File: src/ltc_pkg.sv
// package for the limit trip controller: constants, codes and carrier types
package ltc_pkg;

   // ----------------------------------------------------------------
   // measurement scale
   // ----------------------------------------------------------------
   // 1000 points span 0..22 mA
   localparam int         VAL_W = 10;
   localparam logic [9:0] VAL_MAX = 10'h3E8;
   // live-zero offset 4 mA / 1 V / 2 V = 182 points
   localparam logic [9:0] LIVE_OFFSET = 10'h0B6;
   // underrange 3.5 mA = 159 points
   localparam logic [9:0] UNDER_LIMIT = 10'h09F;
   // overrange 106.5 % of the 4..20 mA span = 21.04 mA = 956 points
   localparam logic [9:0] OVER_LIMIT = 10'h3BC;
   // full scale 20 mA = 909 points
   localparam logic [9:0] FULL_SCALE = 10'h38D;

   // ----------------------------------------------------------------
   // factory defaults
   // ----------------------------------------------------------------
   localparam logic [9:0] DEF_LIMIT_ONE = 10'h320;
   localparam logic [9:0] DEF_LIMIT_TWO = 10'h0C8;
   // about 1 percent of range
   localparam logic [9:0] DEF_HYST = 10'h00A;
   localparam logic       DEF_RELAY_ONE_SEL = 1'b1;
   localparam logic       DEF_RELAY_TWO_SEL = 1'b0;
   localparam logic       DEF_LINE_MON = 1'b1;
   localparam logic       DEF_LIVE_ZERO = 1'b1;

   // ----------------------------------------------------------------
   // timing (clock 125 MHz)
   // ----------------------------------------------------------------
   localparam int         CLK_HZ = 125_000_000;
   localparam int         DEBOUNCE_MS = 10;
   localparam int         DEBOUNCE_CYC = CLK_HZ / 1000 * DEBOUNCE_MS;
   localparam int         REPEAT_DELAY_MS = 500;
   localparam int         REPEAT_DELAY_CYC = CLK_HZ / 1000 * REPEAT_DELAY_MS;
   localparam int         REPEAT_RATE_MS = 100;
   localparam int         REPEAT_RATE_CYC = CLK_HZ / 1000 * REPEAT_RATE_MS;
   localparam int         BLINK_MS = 250;
   localparam int         BLINK_CYC = CLK_HZ / 1000 * BLINK_MS;
   localparam int         DEADMAN_MS = 100;
   localparam int         DEADMAN_CYC = CLK_HZ / 1000 * DEADMAN_MS;
   localparam int         COIL_MS = 20;
   localparam int         COIL_CYC = CLK_HZ / 1000 * COIL_MS;

   // ----------------------------------------------------------------
   // displayed parameter codes
   // ----------------------------------------------------------------
   typedef enum logic [1:0]
   {
      INPUT_VALUE_CODE  = 2'h0,
      FIRST_LIMIT_CODE  = 2'h1,
      SECOND_LIMIT_CODE = 2'h2,
      HYSTERESIS_CODE   = 2'h3
   } ltc_param_t;

   // ----------------------------------------------------------------
   // carriers
   // ----------------------------------------------------------------
   typedef struct packed
   {
      logic set_a;
      logic set_b;
      logic up;
      logic down;
      logic step;
   } ltc_keys_t;

   typedef struct packed
   {
      logic relay_one_contact_select;
      logic relay_two_contact_select;
      logic line_monitor_enable;
      logic live_zero_select;
   } ltc_switch_t;

   typedef struct packed
   {
      logic [9:0] limit_one;
      logic [9:0] limit_two;
      logic [9:0] hyst;
   } ltc_setting_t;

endpackage : ltc_pkg

File: src/ltc_top.sv
// limit trip controller: key editing, trip comparison, line monitor, safety
//
// Summary of operation
// settings stay locked; edit mode only when both set keys pressed together
// numeric display blinks while edit mode is active
// in edit mode up key raises pending value, down key lowers it
// holding up or down keeps stepping the pending value
// edited value applies to comparison only after confirm key
// confirm advances display: input, limit one, limit two, hysteresis
// up and down together discard pending value, restore stored one
// status code shows which parameter is displayed
// lock jumper still allows display but rejects every change
// contact select 0 gives low-limit action, 1 gives high-limit action
// relays energized when not tripped
// with line monitoring enabled a line fault acts on both relays
// line fault below 3.5 mA equivalent or above 106.5 percent
// underrange lamp lit while input below underrange limit
// overrange lamp lit while input above overrange limit
// live-zero select chooses dead-zero or 4 mA live-zero scaling
// hysteresis editable when displayed; trip point centred in band
// factory defaults: relay one high, relay two low, monitor on, live zero, 1 pct; reset loads only limits and hysteresis, the rest follows i_switch
// any internal fault drives both relays to the safe state
// relay readback supervised; watchdog forces relays off on mismatch
// confirmed settings are kept in non-volatile storage
// dead-man heartbeat supervised; a missed beat is a fault
// relay one uses limit one, relay two limit two, shared hysteresis
// keys are synchronized and debounced before use
`timescale 1ns/1ns
`default_nettype none

module ltc_top
#(
   parameter int DEBOUNCE = ltc_pkg::DEBOUNCE_CYC,
   parameter int REP_DLY  = ltc_pkg::REPEAT_DELAY_CYC,
   parameter int REP_RATE = ltc_pkg::REPEAT_RATE_CYC,
   parameter int BLINK    = ltc_pkg::BLINK_CYC,
   parameter int DEADMAN  = ltc_pkg::DEADMAN_CYC,
   parameter int COIL     = ltc_pkg::COIL_CYC
)
(
   // clock and reset
   input  wire logic                  i_mclk,
   input  wire logic                  i_rst_b,
   // front keys, switches, lock jumper
   input  wire ltc_pkg::ltc_keys_t    i_keys,
   input  wire ltc_pkg::ltc_switch_t  i_switch,
   input  wire logic                  i_lock_jumper,
   // measured input, one sample per strobe
   input  wire logic                  i_sample_vld,
   input  wire logic [9:0]            i_sample,
   // safety supervision
   input  wire logic                  i_heartbeat,
   input  wire logic                  i_internal_fault,
   input  wire logic [1:0]            i_relay_readback,
   // non-volatile store: restored settings at power-up
   input  wire logic                  i_nv_valid,
   input  wire ltc_pkg::ltc_setting_t i_nv_data,
   output ltc_pkg::ltc_setting_t      o_nv_data,
   output logic                       o_nv_write,
   // display
   output logic [9:0]                 o_display_value,
   output logic                       o_display_on,
   output ltc_pkg::ltc_param_t        o_status_code,
   output logic                       o_edit_active,
   // relays and lamps
   output logic [1:0]                 o_relay,
   output logic                       o_underrange_lamp,
   output logic                       o_overrange_lamp,
   output logic                       o_fault
);
   import ltc_pkg::*;

   // ----------------------------------------------------------------
   // key filtering
   // ----------------------------------------------------------------
   logic [4:0] k_lvl, k_prs, k_rep;

   genvar g;
   generate
      for (g = 0; g < 5; g++)
      begin : g_key
         ltc_key_filter #(.DEBOUNCE(DEBOUNCE), .DELAY(REP_DLY), .RATE(REP_RATE)) u_key
         (
            .i_mclk   (i_mclk),
            .i_rst_b  (i_rst_b),
            .i_key    (i_keys[g]),
            .o_level  (k_lvl[g]),
            .o_press  (k_prs[g]),
            .o_repeat (k_rep[g])
         );
      end
   endgenerate

   // bit order follows ltc_keys_t: 4 set_a, 3 set_b, 2 up, 1 down, 0 step
   logic both_set, cancel_combo, up_ev, dn_ev, step_ev;
   assign both_set     = k_lvl[4] & k_lvl[3] & (k_prs[4] | k_prs[3]);
   assign cancel_combo = k_lvl[2] & k_lvl[1] & (k_prs[2] | k_prs[1]);
   assign up_ev        = (k_prs[2] | k_rep[2]) & ~k_lvl[1];
   assign dn_ev        = (k_prs[1] | k_rep[1]) & ~k_lvl[2];
   assign step_ev      = k_prs[0];

   // ----------------------------------------------------------------
   // settings and editing
   // ----------------------------------------------------------------
   ltc_setting_t set_r, set_nxt;
   logic [9:0]   pend_r, pend_nxt;
   logic         edit_r, edit_nxt;
   ltc_param_t   param_r, param_nxt;
   logic         nvw_r, nvw_nxt;
   logic         loaded_r, loaded_nxt;

   function automatic logic [9:0] stored(input ltc_setting_t s, input ltc_param_t p);
      unique case (p)
         FIRST_LIMIT_CODE:  stored = s.limit_one;
         SECOND_LIMIT_CODE: stored = s.limit_two;
         HYSTERESIS_CODE:   stored = s.hyst;
         INPUT_VALUE_CODE:  stored = 10'h000;
      endcase
   endfunction : stored

   always_comb
   begin
      set_nxt    = set_r;
      pend_nxt   = pend_r;
      edit_nxt   = edit_r;
      param_nxt  = param_r;
      nvw_nxt    = 1'b0;
      loaded_nxt = 1'b1;
      if (!loaded_r && i_nv_valid)
         set_nxt = i_nv_data;
      if (i_lock_jumper)
         edit_nxt = 1'b0;
      else if (both_set)
         edit_nxt = 1'b1;
      if (step_ev)
      begin
         // confirm commits the pending value, then moves on
         if (edit_r && !i_lock_jumper)
         begin
            unique case (param_r)
               FIRST_LIMIT_CODE:  set_nxt.limit_one = pend_r;
               SECOND_LIMIT_CODE: set_nxt.limit_two = pend_r;
               HYSTERESIS_CODE:   set_nxt.hyst      = pend_r;
               INPUT_VALUE_CODE:  set_nxt           = set_r;
            endcase
            nvw_nxt = (param_r != INPUT_VALUE_CODE);
         end
         param_nxt = ltc_param_t'(param_r + 2'h1);
         pend_nxt  = stored(set_nxt, ltc_param_t'(param_r + 2'h1));
      end
      else if (edit_r && !i_lock_jumper && param_r != INPUT_VALUE_CODE)
      begin
         if (cancel_combo)
            pend_nxt = stored(set_r, param_r);
         else if (up_ev && pend_r < VAL_MAX)
            pend_nxt = pend_r + 10'h001;
         else if (dn_ev && pend_r != 10'h000)
            pend_nxt = pend_r - 10'h001;
      end
      if (!edit_r)
         pend_nxt = stored(set_nxt, param_nxt);
   end

   always_ff @(posedge i_mclk)
   begin
      if (!i_rst_b)
      begin
         set_r    <= '{DEF_LIMIT_ONE, DEF_LIMIT_TWO, DEF_HYST};
         pend_r   <= 10'h000;
         edit_r   <= 1'b0;
         param_r  <= INPUT_VALUE_CODE;
         nvw_r    <= 1'b0;
         loaded_r <= 1'b0;
      end
      else
      begin
         set_r    <= set_nxt;
         pend_r   <= pend_nxt;
         edit_r   <= edit_nxt;
         param_r  <= param_nxt;
         nvw_r    <= nvw_nxt;
         loaded_r <= loaded_nxt;
      end
   end

   // ----------------------------------------------------------------
   // scaling, comparison, line monitor
   // ----------------------------------------------------------------
   logic [9:0]  samp_r, samp_nxt;
   logic [9:0]  scaled;
   logic [1:0]  trip_r, trip_nxt;
   logic        under_r, under_nxt, over_r, over_nxt;
   logic [10:0] lo_edge [2];
   logic [10:0] hi_edge [2];
   logic [9:0]  lim [2];
   logic [1:0]  csel;

   assign lim[0] = set_r.limit_one;
   assign lim[1] = set_r.limit_two;
   assign csel   = {i_switch.relay_two_contact_select, i_switch.relay_one_contact_select};

   // live zero removes the offset and stretches the span back to full scale
   always_comb
   begin
      logic [19:0] prod;
      prod = 20'h0;
      if (!i_switch.live_zero_select)
         scaled = samp_r;
      else if (samp_r <= LIVE_OFFSET)
         scaled = 10'h000;
      else
      begin
         prod   = 20'(samp_r - LIVE_OFFSET) * 20'(FULL_SCALE) / 20'(FULL_SCALE - LIVE_OFFSET);
         scaled = (prod > 20'(VAL_MAX)) ? VAL_MAX : prod[9:0];
      end
   end

   generate
      for (g = 0; g < 2; g++)
      begin : g_band
         // band edges at half the hysteresis on each side of the limit
         assign hi_edge[g] = {1'b0, lim[g]} + {2'b00, set_r.hyst[9:1]};
         assign lo_edge[g] = ({1'b0, lim[g]} > {2'b00, set_r.hyst[9:1]}) ?
                             ({1'b0, lim[g]} - {2'b00, set_r.hyst[9:1]}) : 11'h000;
      end
   endgenerate

   always_comb
   begin
      samp_nxt  = i_sample_vld ? i_sample : samp_r;
      trip_nxt  = trip_r;
      under_nxt = samp_r < UNDER_LIMIT;
      over_nxt  = samp_r > OVER_LIMIT;
      for (int i = 0; i < 2; i++)
      begin
         if (csel[i])
         begin
            // high limit: trip above upper edge, release below lower edge
            if ({1'b0, scaled} > hi_edge[i])
               trip_nxt[i] = 1'b1;
            else if ({1'b0, scaled} < lo_edge[i])
               trip_nxt[i] = 1'b0;
         end
         else
         begin
            if ({1'b0, scaled} < lo_edge[i])
               trip_nxt[i] = 1'b1;
            else if ({1'b0, scaled} > hi_edge[i])
               trip_nxt[i] = 1'b0;
         end
      end
   end

   always_ff @(posedge i_mclk)
   begin
      if (!i_rst_b)
      begin
         samp_r  <= 10'h000;
         trip_r  <= 2'h0;
         under_r <= 1'b0;
         over_r  <= 1'b0;
      end
      else
      begin
         samp_r  <= samp_nxt;
         trip_r  <= trip_nxt;
         under_r <= under_nxt;
         over_r  <= over_nxt;
      end
   end

   // ----------------------------------------------------------------
   // safety: dead-man, coil supervision, blink, outputs
   // ----------------------------------------------------------------
   logic [26:0] dm_cnt_r, dm_cnt_nxt;
   logic [26:0] coil_cnt_r, coil_cnt_nxt;
   logic [26:0] blk_cnt_r, blk_cnt_nxt;
   logic        hb_r, hb_nxt;
   logic        fault_r, fault_nxt;
   logic        blink_r, blink_nxt;
   logic [1:0]  relay_r, relay_nxt;
   logic        line_fault;
   logic [9:0]  disp_nxt, disp_r;

   assign line_fault = i_switch.line_monitor_enable & (under_r | over_r);

   always_comb
   begin
      hb_nxt       = i_heartbeat;
      fault_nxt    = fault_r | i_internal_fault;
      dm_cnt_nxt   = dm_cnt_r + 27'h1;
      coil_cnt_nxt = 27'h0;
      blk_cnt_nxt  = blk_cnt_r + 27'h1;
      blink_nxt    = blink_r;
      // any heartbeat edge restarts the dead-man window
      if (hb_r != i_heartbeat)
         dm_cnt_nxt = 27'h0;
      else if (dm_cnt_r >= 27'(DEADMAN - 1))
      begin
         dm_cnt_nxt = dm_cnt_r;
         fault_nxt  = 1'b1;
      end
      // readback must follow the drive within the coil settle time
      if (i_relay_readback != relay_r)
      begin
         coil_cnt_nxt = coil_cnt_r + 27'h1;
         if (coil_cnt_r >= 27'(COIL - 1))
         begin
            coil_cnt_nxt = coil_cnt_r;
            fault_nxt    = 1'b1;
         end
      end
      if (blk_cnt_r >= 27'(BLINK - 1))
      begin
         blk_cnt_nxt = 27'h0;
         blink_nxt   = ~blink_r;
      end
      // energized while normal; a fault latches both relays off
      relay_nxt = ~trip_r;
      if (line_fault)
         relay_nxt = 2'b00;
      if (fault_r)
         relay_nxt = 2'b00;
      disp_nxt = (param_r == INPUT_VALUE_CODE) ? scaled : pend_r;
   end

   always_ff @(posedge i_mclk)
   begin
      if (!i_rst_b)
      begin
         dm_cnt_r   <= 27'h0;
         coil_cnt_r <= 27'h0;
         blk_cnt_r  <= 27'h0;
         hb_r       <= 1'b0;
         fault_r    <= 1'b0;
         blink_r    <= 1'b0;
         relay_r    <= 2'b00;
         disp_r     <= 10'h000;
      end
      else
      begin
         dm_cnt_r   <= dm_cnt_nxt;
         coil_cnt_r <= coil_cnt_nxt;
         blk_cnt_r  <= blk_cnt_nxt;
         hb_r       <= hb_nxt;
         fault_r    <= fault_nxt;
         blink_r    <= blink_nxt;
         relay_r    <= relay_nxt;
         disp_r     <= disp_nxt;
      end
   end

   assign o_relay           = relay_r;
   assign o_fault           = fault_r;
   assign o_underrange_lamp = under_r;
   assign o_overrange_lamp  = over_r;
   assign o_display_value   = disp_r;
   assign o_display_on      = ~(edit_r & blink_r);
   assign o_status_code     = param_r;
   assign o_edit_active     = edit_r;
   assign o_nv_data         = set_r;
   assign o_nv_write        = nvw_r;

endmodule : ltc_top

`default_nettype wire

File: src/ltc_key_filter.sv
// one debounced key with hold-repeat pulse generation
`timescale 1ns/1ns
`default_nettype none

module ltc_key_filter
#(
   parameter int DEBOUNCE = 1250000,
   parameter int DELAY    = 62500000,
   parameter int RATE     = 12500000
)
(
   // clock and reset
   input  wire logic i_mclk,
   input  wire logic i_rst_b,
   // raw key level
   input  wire logic i_key,
   // filtered level, press pulse, repeat pulse
   output logic      o_level,
   output logic      o_press,
   output logic      o_repeat
);

   logic        sync1_r, sync2_r, sync1_nxt, sync2_nxt;
   logic        level_r, level_nxt;
   logic        press_r, press_nxt;
   logic        rep_r, rep_nxt;
   logic [26:0] db_cnt_r, db_cnt_nxt;
   logic [26:0] hold_cnt_r, hold_cnt_nxt;
   logic        first_r, first_nxt;

   always_comb
   begin
      sync1_nxt    = i_key;
      sync2_nxt    = sync1_r;
      level_nxt    = level_r;
      press_nxt    = 1'b0;
      rep_nxt      = 1'b0;
      db_cnt_nxt   = db_cnt_r;
      hold_cnt_nxt = hold_cnt_r;
      first_nxt    = first_r;
      // accept a level only after a full debounce time
      if (sync2_r == level_r)
         db_cnt_nxt = '0;
      else if (db_cnt_r >= 27'(DEBOUNCE - 1))
      begin
         db_cnt_nxt = '0;
         level_nxt  = sync2_r;
         press_nxt  = sync2_r;
      end
      else
         db_cnt_nxt = db_cnt_r + 27'h1;
      // hold repeat: first a long delay, then a faster cadence
      if (!level_r)
      begin
         hold_cnt_nxt = '0;
         first_nxt    = 1'b1;
      end
      else if (hold_cnt_r >= (first_r ? 27'(DELAY - 1) : 27'(RATE - 1)))
      begin
         hold_cnt_nxt = '0;
         first_nxt    = 1'b0;
         rep_nxt      = 1'b1;
      end
      else
         hold_cnt_nxt = hold_cnt_r + 27'h1;
   end

   always_ff @(posedge i_mclk)
   begin
      if (!i_rst_b)
      begin
         sync1_r    <= 1'b0;
         sync2_r    <= 1'b0;
         level_r    <= 1'b0;
         press_r    <= 1'b0;
         rep_r      <= 1'b0;
         db_cnt_r   <= '0;
         hold_cnt_r <= '0;
         first_r    <= 1'b1;
      end
      else
      begin
         sync1_r    <= sync1_nxt;
         sync2_r    <= sync2_nxt;
         level_r    <= level_nxt;
         press_r    <= press_nxt;
         rep_r      <= rep_nxt;
         db_cnt_r   <= db_cnt_nxt;
         hold_cnt_r <= hold_cnt_nxt;
         first_r    <= first_nxt;
      end
   end

   assign o_level  = level_r;
   assign o_press  = press_r;
   assign o_repeat = rep_r;

endmodule : ltc_key_filter

`default_nettype wire

File: config.mk
export PLATFORM = sky130hd
export DESIGN_NAME = ltc_top
export DESIGN_NICKNAME = d
export VERILOG_FILES = /design/src/ltc_pkg.sv /design/src/ltc_top.sv /design/src/ltc_key_filter.sv
export SDC_FILE = /design/constraint.sdc
export NUM_CORES = 1
export LEC_CHECK = 0
export BUFFER_PORTS_ARGS = -buffer_cell sky130_fd_sc_hd__buf_4
export CAP_MARGIN = 25
export CORE_MARGIN = 4
export CORE_UTILIZATION = 45
export CTS_BUF_LIST = sky130_fd_sc_hd__clkbuf_4 sky130_fd_sc_hd__clkbuf_8 sky130_fd_sc_hd__clkbuf_16
export DETAILED_ROUTE_END_ITERATION = 10
export PLACE_DENSITY_LB_ADDON = 0.3
export SLEW_MARGIN = 20
export SYNTH_ARGS = -nofsm -noshare
export SYNTH_HDL_FRONTEND = slang
export SYNTH_SLANG_ARGS = --single-unit
File: constraint.sdc
create_clock -name i_mclk -period 17.91 [get_ports i_mclk]
set_input_delay 0.8955 -clock i_mclk [delete_from_list [all_inputs] [get_ports i_mclk]]
set_output_delay 0.8955 -clock i_mclk [all_outputs]
set_load 0.05 [all_outputs]
==> flow_summary.ini <==
[clocking]
cts_sinks = 368
cts_buffers = 41
path_clk_slew_ns = 0.06
clk_latency_ns = 0.58
cts_max_path_buffers = 3
cts.htree.levels = 2
clock-root-buffer = clkbuf_16
cts_hold_buf = 0
cts_tree = yes

[synth]
async_flop_share_pct = 0
yosys_most_used_dff = dfxtp_1
synth_area_leader_cell = dfxtp_1
synth_seq_cells = 368
synth_edf_count = 0
syn_area_sq_mm = 0.0273
synth_seq_area_share_pct = 26.9
synth_top_area_share_pct = 26.9
syn_area_per_cell_sq_um = 7.95
synth_warnings = 0
ys_types = 120
synth_cells = 3441
synthTopCellsByArea = dfxtp_1 (27%), ha_1 (7.8%), nor2_1 (7.2%)

[cells_and_area]
finalNonFillerCells = 4420
final_nets = 3871
post-route-util_pct = 52.8
layout-drive-gt1-share_pct = 14.0
n_antenna_cell = 0
syn2layout_area_growth_pct = 16.4

[sta]
finalCritPeriodShare_pct = 96.9
fmax_ghz = 0.0576
slew_headroom_pct = 29.9
finClkSkew_ns = 0.0275
worst_pin_slew_ns = 1.05
drv_slew = 0
hold_viol = 0
period_needed_ns = 17.35
setup_viol = 0

[floorplan]
core_sq_mm = 0.0602
die_area_sq_mm = 0.0648
dieWidth_um = 255
num_io_pins = 108
rows = 90
fp.dieH_um = 255
initial_core_util_pct = 45.4

[worst_setup_path]
rr_startpoint = samp_r[1]
rr_endpoint = trip_r[1]
critPathKind = reg2reg
cp.required_ns = 18.37
crit_arrival_ns = 17.81
crit_path_end_kind = register
crit_fanout = 9
r2r_slack_ns = 0.56
critPathMostFrequentCell = buf_4
slowest_stage = fa_1
slowest_delay_ns = 0.53
cp-start-kind = register
reg2reg_depth = 73

[drt]
first_iter_violations = 1893
vias = 25220
drt_wl_total_um = 73300
routedWlPerCell_um = 16.6
vias_per_cell = 5.71
detail-route-antenna-nets = 0
drc = 0
firstDrtPassIters = 6

[placed_design]
dp_hpwl_um = 53600
place_congestion = 0.955
numPortBuffers = 107
dp.cells = 4298

[run]
drv_cap = 0

[hold_path]
hold_path.class = reg2reg
min_from = g_key[0].u_key.sync1_r
whs_path_depth = 1
hold_end = g_key[0].u_key.sync2_r

[global_route]
grt-ovfl-total = 0
grt_pass1_wl_um = 117000
grt_start_max_net_pins = 63
antenna_found_initial = 0
track_usage_pct = 21.5
grt_pass1_vias = 22932

[run_status]
status = completed
==> metrics by stage <==
stage | cell area, sq um | hold WS, ns | TNS, ns | setup WS [ns]
final | 31800 | 0.436 | 0 | 0.563
after global routing | 31800 | 0.449 | -0.481 | -0.241
after CTS | 30600 | 0.437 | 0 | 0.0370
after detailed placement | 29200 | 0.423 | -0.0996 | -0.0799
after global placement | 29200 | 0.418 | 0 | 0.285
after floorplan | 27500 | 0.385 | 0 | 1.11
==> layout make-up <==
cell class                      count  area, sq um
Clock inverter                     20          256
Timing Repair Buffer              220         1680
Inverter                          150          563
Sequential cell                   368         7370
Clock buffer                       53         1120
Tap cell                          782          978
Multi-Input combinational cell   2827        19900
Fill cell                        5673        28400
==> timing repair <==
action                                  4_1_cts  5_1_grt
pin swaps                                     1       49
setup buffers                                 2       44
endpoints found under the setup margin        2        2
gates resized for setup                       4      156
==> kinds of logic after synthesis <==
| group | synth area share (%) |
|---|---|
| multiplexers | 3.91 |
| AO/OA/AOI/OAI | 20.7 |
| XOR/XNOR | 10.3 |
| AND/OR/NAND/NOR | 23.7 |
| buffers and inverters | 3.96 |
| flip-flops | 26.9 |
| adder cells (fa/ha/maj) | 10.5 |
| other | 0.0137 |
==> placed cells by master, fill, tap and decap left out, types with 111 or more instances in the layout <==
cell type,instances
xnor2_1,152
ha_1,162
buf_4,215
dfxtp_1,366
nand2_1,303
nand3_1,119
nor2_1,521
a21oi_1,149
o21ai_0,111
inv_1,148
xor2_1,152
==> cells in the mapped netlist (12+ instances only) <==
| cell | count |
|---|---|
| o31ai_1 | 16 |
| and3_1 | 53 |
| or2_2 | 12 |
| nand3_1 | 122 |
| a31oi_1 | 30 |
| clkbuf_1 | 94 |
| dfxtp_1 | 368 |
| nand2b_1 | 31 |
| buf_2 | 16 |
| a21o_1 | 44 |
| a22oi_1 | 43 |
| nor2_1 | 526 |
| fa_1 | 34 |
| nor4_1 | 28 |
| nor3_1 | 67 |
| o21a_1 | 27 |
| o211ai_1 | 41 |
| nand4_1 | 59 |
| a21oi_1 | 156 |
| inv_1 | 150 |
| mux2i_1 | 91 |
| o22a_1 | 18 |
| nand2_1 | 303 |
| or3_1 | 29 |
| mux2_2 | 13 |
| xor2_1 | 154 |
| o21ai_1 | 26 |
| and2_1 | 55 |
| ha_1 | 171 |
| a211oi_1 | 33 |
| o22ai_1 | 24 |
| xnor2_1 | 160 |
| and4_1 | 12 |
| nor2b_1 | 20 |
| o21ai_0 | 117 |
| a211o_1 | 23 |
| o21bai_1 | 15 |
==> worst max path at each step <==
stage	end	depth (start not counted)	startpoint
global route	trip_r[0]	76	samp_r[1]
detailed placement	trip_r[0]	75	samp_r[1]
floorplan	trip_r[0]	76	samp_r[2]
CTS	trip_r[0]	76	samp_r[1]
global placement	trip_r[0]	75	samp_r[1]
finish	trip_r[1]	73	samp_r[1]
==> layer usage <==
metal / share of wire (%) / vias up / wire length (um) / global-route usage (%)
met4: 2.3 / 0 / 1690 / 4.97
met2: 45 / 712 / 32700 / 34.2
li1: - / 12560 / - / -
met3: 6.1 / 142 / 4500 / 3.41
met1: 47 / 11806 / 34400 / 30.8
met5: 0 / - / 0 / 0
==> sequential cells by signal (all words and copies together) (netlist names), 5 cells and up <==
register                cells
g_key.u_key.o_level         5
coil_cnt_r                 27
g_key.u_key.sync1_r         5
pend_r                     10
g_key.u_key.db_cnt_r      135
dm_cnt_r                   27
samp_r                     10
blk_cnt_r                  27
o_display_value            10
g_key.u_key.hold_cnt_r     54
o_nv_data                  30
g_key.u_key.sync2_r         5
g_key.u_key.o_press         5
==> critical path: cells and delay by family, from the launching register on <==
| kind | cells | cell delay [ns] |
|---|---|---|
| AO/OA/AOI/OAI | 33 | 7.92 |
| XOR/XNOR | 3 | 0.48 |
| adder cells (fa/ha/maj) | 9 | 3.41 |
| buffers and inverters | 10 | 1.43 |
| flip-flops | 1 | 0.31 |
| multiplexers | 2 | 0.70 |
| AND/OR/NAND/NOR | 16 | 2.95 |
Power is left out: the tool's default activity adds up to more than one toggle a clock period on the data nets, which glitch-free logic cannot reach.
